===== config.mk =====
export PLATFORM = sky130hd
export DESIGN_NAME = debug_trigger_breakpoint_logic
export DESIGN_NICKNAME = d
export VERILOG_FILES = /design/src/include/debug_trigger_pkg.sv /design/src/opcode_tracker.sv /design/src/debug_trigger_breakpoint_logic.sv
export SDC_FILE = /design/constraint.sdc
export NUM_CORES = 1
export LEC_CHECK = 0
export BUFFER_PORTS_ARGS = -buffer_cell sky130_fd_sc_hd__buf_2
export CAP_MARGIN = 20
export CELL_PAD_IN_SITES_DETAIL_PLACEMENT = 0
export CELL_PAD_IN_SITES_GLOBAL_PLACEMENT = 1
export CORE_MARGIN = 2
export CORE_UTILIZATION = 25
export DETAILED_ROUTE_END_ITERATION = 16
export PLACE_DENSITY = 0.56
export SETUP_SLACK_MARGIN = 0.15
export SYNTH_ARGS = -nofsm -noshare
export SYNTH_HDL_FRONTEND = slang
export SYNTH_SLANG_ARGS = --single-unit

===== constraint.sdc =====
create_clock -name clk_i -period 8.8 [get_ports clk_i]
set_clock_uncertainty 0.2 [all_clocks]
set_input_delay 1.32 -clock clk_i [delete_from_list [all_inputs] [get_ports clk_i]]
set_output_delay 1.32 -clock clk_i [all_outputs]
set_load 0.01 [all_outputs]

===== src/include/debug_trigger_pkg.sv =====
package debug_trigger_pkg;

    // =========================================================
    // Widths and depths
    localparam int ADDR_W      = 16;
    localparam int DATA_W      = 8;
    localparam int REG_AW      = 3;
    localparam int REG_DW      = 16;
    localparam int FIFO_DEPTH  = 8;
    localparam int PTR_W       = 3;
    localparam int CNT_W       = 4;
    localparam int QUEUE_DEPTH = 4;
    localparam int QCNT_W      = 3;

    // =========================================================
    // Register offsets
    localparam logic [2:0] OFS_COMP_A = 3'h0;
    localparam logic [2:0] OFS_COMP_B = 3'h1;
    localparam logic [2:0] OFS_CTRL   = 3'h2;
    localparam logic [2:0] OFS_TRIG   = 3'h3;
    localparam logic [2:0] OFS_STAT   = 3'h4;
    localparam logic [2:0] OFS_FIFO   = 3'h5;

    // =========================================================
    // Field positions
    localparam int CTRL_ENABLE  = 7;
    localparam int CTRL_ARM     = 6;
    localparam int CTRL_TAG     = 5;
    localparam int CTRL_BRK_EN  = 4;
    localparam int CTRL_A_DIR_Q = 3;
    localparam int CTRL_A_DIR_V = 2;
    localparam int CTRL_B_DIR_Q = 1;
    localparam int CTRL_B_DIR_V = 0;
    localparam int TRIG_OQS     = 7;
    localparam int TRIG_BEGIN   = 6;
    localparam int TRIG_MODE_HI = 3;
    localparam int STAT_AF      = 7;
    localparam int STAT_BF      = 6;
    localparam int STAT_ARMED_FLAG    = 5;

    // =========================================================
    // Reset values and full FIFO count
    localparam logic [15:0] COMP_RESET = 16'h0000;
    localparam logic [7:0]  CTRL_RESET = 8'h00;
    localparam logic [7:0]  TRIG_RESET = 8'h00;
    localparam logic [3:0]  CNT_FULL   = 4'h8;

    typedef enum logic [3:0] {
        MODE_A_ONLY     = 4'h0,
        MODE_A_OR_B     = 4'h1,
        MODE_A_THEN_B   = 4'h2,
        MODE_EVT_B      = 4'h3,
        MODE_A_THEN_EVT = 4'h4,
        MODE_FULL_AND   = 4'h5,
        MODE_FULL_NAND  = 4'h6,
        MODE_INSIDE     = 4'h7,
        MODE_OUTSIDE    = 4'h8
    } trig_mode_t;

    typedef struct packed {
        logic [15:0] addr;
        logic [7:0]  rdata;
        logic [7:0]  wdata;
        logic        rw;
        logic        valid;
        logic        bdc;
    } cpu_bus_t;

    typedef struct packed {
        logic push;
        logic pop;
        logic flush;
    } queue_ev_t;

    typedef struct packed {
        logic tag;
        logic force_brk;
        logic use_swi;
    } bkpt_req_t;

endpackage


===== src/opcode_tracker.sv =====
`timescale 1ns/1ps
module opcode_tracker (
    // Clock and reset
    input  wire logic                        clk_i,
    input  wire logic                        rst_i,
    // Instruction queue events
    input  wire debug_trigger_pkg::queue_ev_t queue_i,
    input  wire logic                        match_i,
    // Opcode at queue end executes and was marked
    output logic                             hit_o
);
    typedef struct packed {
        logic [debug_trigger_pkg::QUEUE_DEPTH-1:0] tags;
        logic [debug_trigger_pkg::QCNT_W-1:0]      cnt;
    } trk_t;

    trk_t s;
    trk_t next_s;

    // =========================================================
    // Tag shift queue
    // Each slot follows one opcode, so several marks ride at once
    assign hit_o = queue_i.pop && (s.cnt != '0) && s.tags[0];

    always_comb begin
        next_s = s;
        if (queue_i.flush) begin
            // Discarded opcodes drop their marks unexecuted
            next_s = '0;
        end else begin
            if (queue_i.pop && s.cnt != '0) begin
                next_s.tags = s.tags >> 1;
                next_s.cnt  = s.cnt - 1'b1;
            end
            if (queue_i.push &&
                next_s.cnt < debug_trigger_pkg::QCNT_W'(debug_trigger_pkg::QUEUE_DEPTH)) begin
                next_s.tags[next_s.cnt[1:0]] = match_i;
                next_s.cnt = next_s.cnt + 1'b1;
            end
        end
    end

    always_ff @(posedge clk_i) begin
        if (rst_i) begin
            s <= '0;
        end else begin
            s <= next_s;
        end
    end
endmodule // opcode_tracker


===== src/debug_trigger_breakpoint_logic.sv =====
`timescale 1ns/1ps
module debug_trigger_breakpoint_logic (
    // Clock and reset
    input  wire logic                           clk_i,
    input  wire logic                           rst_i,
    // Register port
    input  wire logic [2:0]                     reg_addr_i,
    input  wire logic [15:0]                    reg_wdata_i,
    input  wire logic                           reg_wr_i,
    input  wire logic                           reg_rd_i,
    output logic [15:0]                         reg_rdata_o,
    // CPU bus cycle
    input  wire debug_trigger_pkg::cpu_bus_t    bus_i,
    // Instruction queue
    input  wire debug_trigger_pkg::queue_ev_t   queue_i,
    // Change-of-flow address
    input  wire logic                           cof_valid_i,
    input  wire logic [15:0]                    cof_addr_i,
    // Background permit held by the serial controller
    input  wire logic                           background_permit_i,
    // Breakpoint request to the CPU
    output debug_trigger_pkg::bkpt_req_t        bkpt_o
);
    typedef struct packed {
        logic [15:0]      comp_a;
        logic [15:0]      comp_b;
        logic [7:0]       ctrl;
        logic [7:0]       trig;
        logic             armed;
        logic             a_flag;
        logic             b_flag;
        logic             storing;
        logic [7:0][15:0] fifo;
        logic [2:0]       wptr;
        logic [2:0]       rptr;
        logic [3:0]       count;
        logic [15:0]      rdata;
        debug_trigger_pkg::bkpt_req_t bkpt;
    } state_t;

    state_t s;
    state_t next_s;

    debug_trigger_pkg::trig_mode_t mode;
    logic       cyc_ok;
    logic       dir_a_ok;
    logic       dir_b_ok;
    logic       addr_a_eq;
    logic       addr_b_eq;
    logic       match_a;
    logic       match_b;
    logic       hit_a;
    logic       hit_b;
    logic       ev_a;
    logic       ev_b;
    logic [7:0] data_sel;
    logic       data_eq;
    logic       full_mode;
    logic       event_mode;
    logic       end_trace;
    logic       trig_ev;
    logic       brk_ev;
    logic       tag_sel;
    logic       pop;
    logic       push;
    logic       full;
    logic [15:0] push_word;

    // =========================================================
    // Comparators
    assign mode = debug_trigger_pkg::trig_mode_t'(s.trig[debug_trigger_pkg::TRIG_MODE_HI:0]);
    // Debugger traffic must never look like user activity
    assign cyc_ok = bus_i.valid && !bus_i.bdc;

    assign dir_a_ok = !s.ctrl[debug_trigger_pkg::CTRL_A_DIR_Q] ||
                      (bus_i.rw == s.ctrl[debug_trigger_pkg::CTRL_A_DIR_V]);
    assign dir_b_ok = !s.ctrl[debug_trigger_pkg::CTRL_B_DIR_Q] ||
                      (bus_i.rw == s.ctrl[debug_trigger_pkg::CTRL_B_DIR_V]);

    assign addr_a_eq = bus_i.addr == s.comp_a;
    assign addr_b_eq = bus_i.addr == s.comp_b;
    assign match_a   = cyc_ok && addr_a_eq && dir_a_ok;
    assign match_b   = cyc_ok && addr_b_eq && dir_b_ok;

    // Write data bus only when A is qualified on writes
    always_comb begin
        if (s.ctrl[debug_trigger_pkg::CTRL_A_DIR_Q] && !s.ctrl[debug_trigger_pkg::CTRL_A_DIR_V]) begin
            data_sel = bus_i.wdata;
        end else begin
            data_sel = bus_i.rdata;
        end
    end
    // Upper byte of comparator B plays no part in data compares
    assign data_eq = data_sel == s.comp_b[7:0];

    // =========================================================
    // Opcode tracking, one per comparator
    opcode_tracker trk_a (
        .clk_i   (clk_i),
        .rst_i   (rst_i),
        .queue_i (queue_i),
        .match_i (match_a),
        .hit_o   (hit_a)
    );

    opcode_tracker trk_b (
        .clk_i   (clk_i),
        .rst_i   (rst_i),
        .queue_i (queue_i),
        .match_i (match_b),
        .hit_o   (hit_b)
    );

    assign ev_a = s.trig[debug_trigger_pkg::TRIG_OQS] ? hit_a : match_a;
    assign ev_b = s.trig[debug_trigger_pkg::TRIG_OQS] ? hit_b : match_b;

    // =========================================================
    // Trigger mode selection
    assign full_mode  = (mode == debug_trigger_pkg::MODE_FULL_AND) ||
                        (mode == debug_trigger_pkg::MODE_FULL_NAND);
    assign event_mode = (mode == debug_trigger_pkg::MODE_EVT_B) ||
                        (mode == debug_trigger_pkg::MODE_A_THEN_EVT);
    // Event modes are always begin traces
    assign end_trace  = !event_mode && !s.trig[debug_trigger_pkg::TRIG_BEGIN];

    always_comb begin
        case (mode)
            debug_trigger_pkg::MODE_A_ONLY: begin
                trig_ev = ev_a;
            end
            debug_trigger_pkg::MODE_A_OR_B: begin
                trig_ev = ev_a || ev_b;
            end
            debug_trigger_pkg::MODE_A_THEN_B: begin
                // A flag is registered, so A must come in an earlier cycle
                trig_ev = ev_b && s.a_flag;
            end
            debug_trigger_pkg::MODE_EVT_B: begin
                trig_ev = ev_b;
            end
            debug_trigger_pkg::MODE_A_THEN_EVT: begin
                trig_ev = ev_b && s.a_flag;
            end
            debug_trigger_pkg::MODE_FULL_AND: begin
                trig_ev = ev_a && data_eq;
            end
            debug_trigger_pkg::MODE_FULL_NAND: begin
                trig_ev = ev_a && !data_eq;
            end
            debug_trigger_pkg::MODE_INSIDE: begin
                trig_ev = cyc_ok && bus_i.addr >= s.comp_a && bus_i.addr <= s.comp_b;
            end
            debug_trigger_pkg::MODE_OUTSIDE: begin
                trig_ev = cyc_ok && (bus_i.addr < s.comp_a || bus_i.addr > s.comp_b);
            end
            default: begin
                // Unused codes never trigger
                trig_ev = 1'b0;
            end
        endcase
    end

    // =========================================================
    // Breakpoint source
    assign tag_sel = s.ctrl[debug_trigger_pkg::CTRL_TAG];
    // Tag request in full modes rides on the A address alone
    assign brk_ev  = (full_mode && tag_sel) ? ev_a : trig_ev;

    // =========================================================
    // FIFO word selection
    always_comb begin
        if (event_mode) begin
            // Data byte of the actual transfer, low half only
            push_word = {8'h00, bus_i.rw ? bus_i.rdata : bus_i.wdata};
        end else begin
            push_word = cof_addr_i;
        end
    end

    always_comb begin
        if (!s.armed) begin
            push = 1'b0;
        end else if (event_mode) begin
            push = trig_ev;
        end else if (end_trace) begin
            push = cof_valid_i;
        end else begin
            push = cof_valid_i && s.storing;
        end
    end

    assign full = s.count == debug_trigger_pkg::CNT_FULL;
    assign pop  = reg_rd_i && reg_addr_i == debug_trigger_pkg::OFS_FIFO && s.count != '0;

    // =========================================================
    // Next state
    always_comb begin
        next_s      = s;
        next_s.rdata = '0;
        next_s.bkpt  = '0;

        // Match flags and breakpoints only while a run is live
        if (s.armed) begin
            if (ev_a) begin
                next_s.a_flag = 1'b1;
            end
            if (ev_b) begin
                next_s.b_flag = 1'b1;
            end
            if (s.ctrl[debug_trigger_pkg::CTRL_BRK_EN] && brk_ev) begin
                next_s.bkpt.tag       = tag_sel;
                next_s.bkpt.force_brk = !tag_sel;
                next_s.bkpt.use_swi   = !background_permit_i;
            end
        end

        // Circular overwrite keeps the newest eight words
        if (push) begin
            next_s.fifo[s.wptr] = push_word;
            next_s.wptr = s.wptr + 1'b1;
        end
        if (push && full) begin
            next_s.rptr = s.rptr + 1'b1;
        end else begin
            next_s.rptr  = s.rptr + {2'b00, pop};
            next_s.count = s.count + {3'b000, push} - {3'b000, pop};
        end

        // Run sequencing
        if (s.armed) begin
            if (!end_trace && !s.storing && trig_ev) begin
                next_s.storing = 1'b1;
            end
            if (end_trace && trig_ev) begin
                next_s.armed = 1'b0;
            end
            if (!end_trace && next_s.count == debug_trigger_pkg::CNT_FULL) begin
                next_s.armed = 1'b0;
            end
        end

        // Register writes
        if (reg_wr_i) begin
            case (reg_addr_i)
                debug_trigger_pkg::OFS_COMP_A: begin
                    next_s.comp_a = reg_wdata_i;
                end
                debug_trigger_pkg::OFS_COMP_B: begin
                    next_s.comp_b = reg_wdata_i;
                end
                debug_trigger_pkg::OFS_CTRL: begin
                    next_s.ctrl = reg_wdata_i[7:0];
                    if (!reg_wdata_i[debug_trigger_pkg::CTRL_ARM] ||
                        !reg_wdata_i[debug_trigger_pkg::CTRL_ENABLE]) begin
                        next_s.armed = 1'b0;
                    end else begin
                        next_s.armed   = 1'b1;
                        next_s.a_flag  = 1'b0;
                        next_s.b_flag  = 1'b0;
                        next_s.count   = '0;
                        next_s.wptr    = '0;
                        next_s.rptr    = '0;
                        next_s.storing = 1'b0;
                    end
                end
                debug_trigger_pkg::OFS_TRIG: begin
                    next_s.trig = reg_wdata_i[7:0];
                end
                default: begin
                    // Status and FIFO are read only
                end
            endcase
        end

        // Register reads, data in the following cycle only
        if (reg_rd_i) begin
            case (reg_addr_i)
                debug_trigger_pkg::OFS_COMP_A: begin
                    next_s.rdata = s.comp_a;
                end
                debug_trigger_pkg::OFS_COMP_B: begin
                    next_s.rdata = s.comp_b;
                end
                debug_trigger_pkg::OFS_CTRL: begin
                    next_s.rdata = {8'h00, s.ctrl};
                end
                debug_trigger_pkg::OFS_TRIG: begin
                    next_s.rdata = {8'h00, s.trig};
                end
                debug_trigger_pkg::OFS_STAT: begin
                    next_s.rdata = {8'h00, s.a_flag, s.b_flag, s.armed, 1'b0, s.count};
                end
                debug_trigger_pkg::OFS_FIFO: begin
                    if (s.count != '0) begin
                        next_s.rdata = s.fifo[s.rptr];
                    end
                end
                default: begin
                    next_s.rdata = '0;
                end
            endcase
        end
    end

    // =========================================================
    // State register
    always_ff @(posedge clk_i) begin
        if (rst_i) begin
            s        <= '0;
            s.comp_a <= debug_trigger_pkg::COMP_RESET;
            s.comp_b <= debug_trigger_pkg::COMP_RESET;
            s.ctrl   <= debug_trigger_pkg::CTRL_RESET;
            s.trig   <= debug_trigger_pkg::TRIG_RESET;
        end else begin
            s <= next_s;
        end
    end

    assign reg_rdata_o = s.rdata;
    assign bkpt_o      = s.bkpt;
endmodule // debug_trigger_breakpoint_logic


==> results.toml <==
[floorplanning]
coreArea_mm2 = 0.0465
fp.dieW_um = 221
dieArea_mm2 = 0.0487
ios = 98
fp.dieH_um = 221
rows = 79
start_util_pct = 25.3

[global_route]
grt_max_degree = 114
grtUsageMet1_pct = 19.1
grt.overflow.total = 0
use_met3_pct = 1.88
grt_pass1_vias = 9071
grt_usage_pct = 14.7
antenna_found_initial = 1
grt-busiest-layer = "met2"
use_met2_pct = 25.3
grt_first_pass_wirelength_mm = 54.8

[routing]
drt_iter0_drc = 600
viasPerCell = 4.74
drtPass1Iterations = 5
drc_errors = 0
ant_nets = 0
vias = 9047
post_drt_wl_per_cell_um = 18.8
drt-total-wl_mm = 35.9

[synth]
syn_area_mm2 = 0.0117
netlist.area_leader.share_pct = 38.0
synth_most_common_cell = "dfxtp_1"
synth_adder_area_share_pct = 5.82
synthTopCellsByCount = "dfxtp_1 (223), nand2_1 (136), mux2i_1 (113), nand2b_1 (92), a21oi_1 (84)"
synth_ff_type = "dfxtp_1"
synth-compound-area-share_pct = 11.6
synth_xor_area_share_pct = 1.12
yosys.area_share.simple_pct = 19.5
synth_seq_cells = 223
synthTopCellsByArea = "dfxtp_1 (38%), mux2i_1 (9.6%), mux4_2 (6.9%), ha_1 (5.6%), nand2b_1 (4.9%)"
synthDistinctLibCells = 68
synthesis.nets = 1382
syn_area_per_cell_um2 = 9.40
yosysSeqAreaShare_pct = 38.0
synth_warnings = 0
synth-edff-count = 0
synth.area.mux_share_pct = 17.8
async_flop_share_pct = 0
synth_top_cell_by_area = "dfxtp_1"
syn_inst = 1249
synth_top_family_by_area = "simple AND/OR/NAND/NOR gates"

[finish]
drive_above_1_share_pct = 16.4
nets = 1417
synthToLayoutAreaGrowth_pct = 13.9

[power_and_ir_drop]
p_per_area_mw_per_mm2 = 171
ir_drop_mv = 0.132
p_leak_nw = 4.67

[cts]
post_cts_buffers = 0
root_buffer = "clkbuf_16"
cts.clk_slew.worst_paths_ns = 0.06
cts.sinks = 223
h-tree-depth = 1
cts_resized = 0
cts_hold_repair.buffers = 0
cts_tree = "done"
insertion_delay_ns = 0.56
numCtsBuffers = 26
max-clock-path-buffers = 3

[timing]
rsz0062_at_grt = "no"
fin_crit_sh_pct = 57.1
hold_viol = 0
max-slew-margin-rel_pct = 37.6
worst_pin_slew_ns = 0.936
slew_violations = 0
tns_ns = 0
setup_viol = 0
setup_slack_ns = 3.77
min_period_ns = 5.03
max_freq_mhz = 199

[critical_path]
cp.required_ns = 8.99
cp.arrival_ns = 5.22
path_cells = "buf_2 -> ha_1 -> nand4_1 -> nor3_1 -> and3_1 -> o211a_1 -> o31a_1 -> inv_2 -> ha_1 -> inv_1 -> ha_1 -> inv_1 -> fa_1 -> xnor2_1 -> nor3b_1 -> nand2_1 -> a21oi_1 -> a311o_1 -> o221ai_1"
ff2ff_setup_slack_ns = 4.16
endpoint_kind = "flip-flop"
slowest_stage = "o31a_1"
crit_type = "in2reg"
r2r_end = "s[160]"
ff2ff_path_depth = 19
critPathLaunchType = "input port"
rr_startpoint = "s[184]"
cp_common_cell = "ha_1"
cpPeakStageDelay_ns = 0.49
critical_path.max_fanout = 11

[placed_design]
port-buffer-count = 97
pre_cts_slack_ns = 3.22
dp_hpwl_mm = 24.7
routabilityCongestion = 0.867

[min_path]
min_delay_worst_endpoint = "s[157]"
holdCritStartpoint = "s[157]"
min_path_type = "reg2reg"
hold_depth = 2

[job]
maxCapViolCount = 0

[outcome]
status = "finished clean"
## final cells by class
class	count	area, um2
fillers	4917	33100
multi-input cells	867	6560
flip-flops and latches	223	4470
well taps	607	759
clock buffers	38	726
repair buffers	109	578
inverters	57	214
clock inverters	5	77.6
diodes	1	2.50
## sequential cells by signal, indices dropped and copies added (netlist names)
name / flops
s: 186
trk_b.s: 7
mode: 4
trk_a.s: 7
bkpt_o: 3
reg_rdata_o: 16
## per-stage QoR
stage	total power, W	util [%]	hold slack [ns]	instance area [um2]	std cells
after floorplan	0.00120	-	0.226	11700	1249
after global placement	0.00127	27.1	0.240	12600	1863
after detailed placement	0.00127	27.1	0.246	12600	1863
after CTS	0.00233	28.8	0.254	13400	1906
after global routing	0.00239	28.8	0.279	13400	1907
final	0.00229	28.8	0.251	13400	1907
## worst max-delay path: cells and delay by family
kind                       cells  cell delay [ns]
and+or+nand+nor                5             1.25
adders and majority gates      4             1.14
AOI/OAI and AO/OA              5             1.02
buffers and inverters          4             0.34
xor gates and xnor gates       1             0.15
## report_power, final
| group | leakage (nW) | internal [W] | switching (W) |
|---|---|---|---|
| Combinational | 2.48 | 0.0000856 | 0.000132 |
| Sequential | 1.80 | 0.00102 | 0.0000115 |
| Clock | 0.386 | 0.000599 | 0.000444 |
## cell usage in the layout, fill, tap and decap left out, types with 9 or more instances in the layout
cell type,instances
nand2b_1,92
nand2_1,136
mux2i_1,113
nor2_1,53
mux2_2,13
inv_1,56
and3_1,9
a211o_1,11
buf_2,96
nand3b_1,50
nand3_1,10
clkbuf_16,26
o21ai_0,61
clkbuf_1,9
dfxtp_1,222
a21oi_1,84
buf_4,13
ha_1,53
and2_1,12
mux4_2,36
## layer usage
metal,share of wire (%),vias up
li1,-,4427
met1,46,4433
met2,48,140
met3,3.6,47
met4,2.1,0
met5,0,-
## logic make-up (layout without fill, tap and decap cells)
group / count (synthesis) / in the layout
xor gates and xnor gates: 15 / 15
adders and majority gates: 54 / 54
muxes: 162 / 162
and+or+nand+nor: 417 / 417
AOI/OAI and AO/OA: 219 / 219
DFF: 223 / 223
buffers and inverters: 159 / 209
other: 0 / 1
## worst max path at each step
stage | startpoint | endpoint | slack, ns | depth (start not counted)
detailed placement | bus_i[28] | s[160] | 3.22 | 19
global route | bus_i[29] | s[160] | 3.51 | 19
CTS | bus_i[28] | s[160] | 3.77 | 19
finish | bus_i[28] | s[160] | 3.77 | 19
global placement | bus_i[29] | s[160] | 3.27 | 19
floorplan | bus_i[33] | s[160] | 4.12 | 19
No activity file was read; power rests on OpenSTA's default activity.
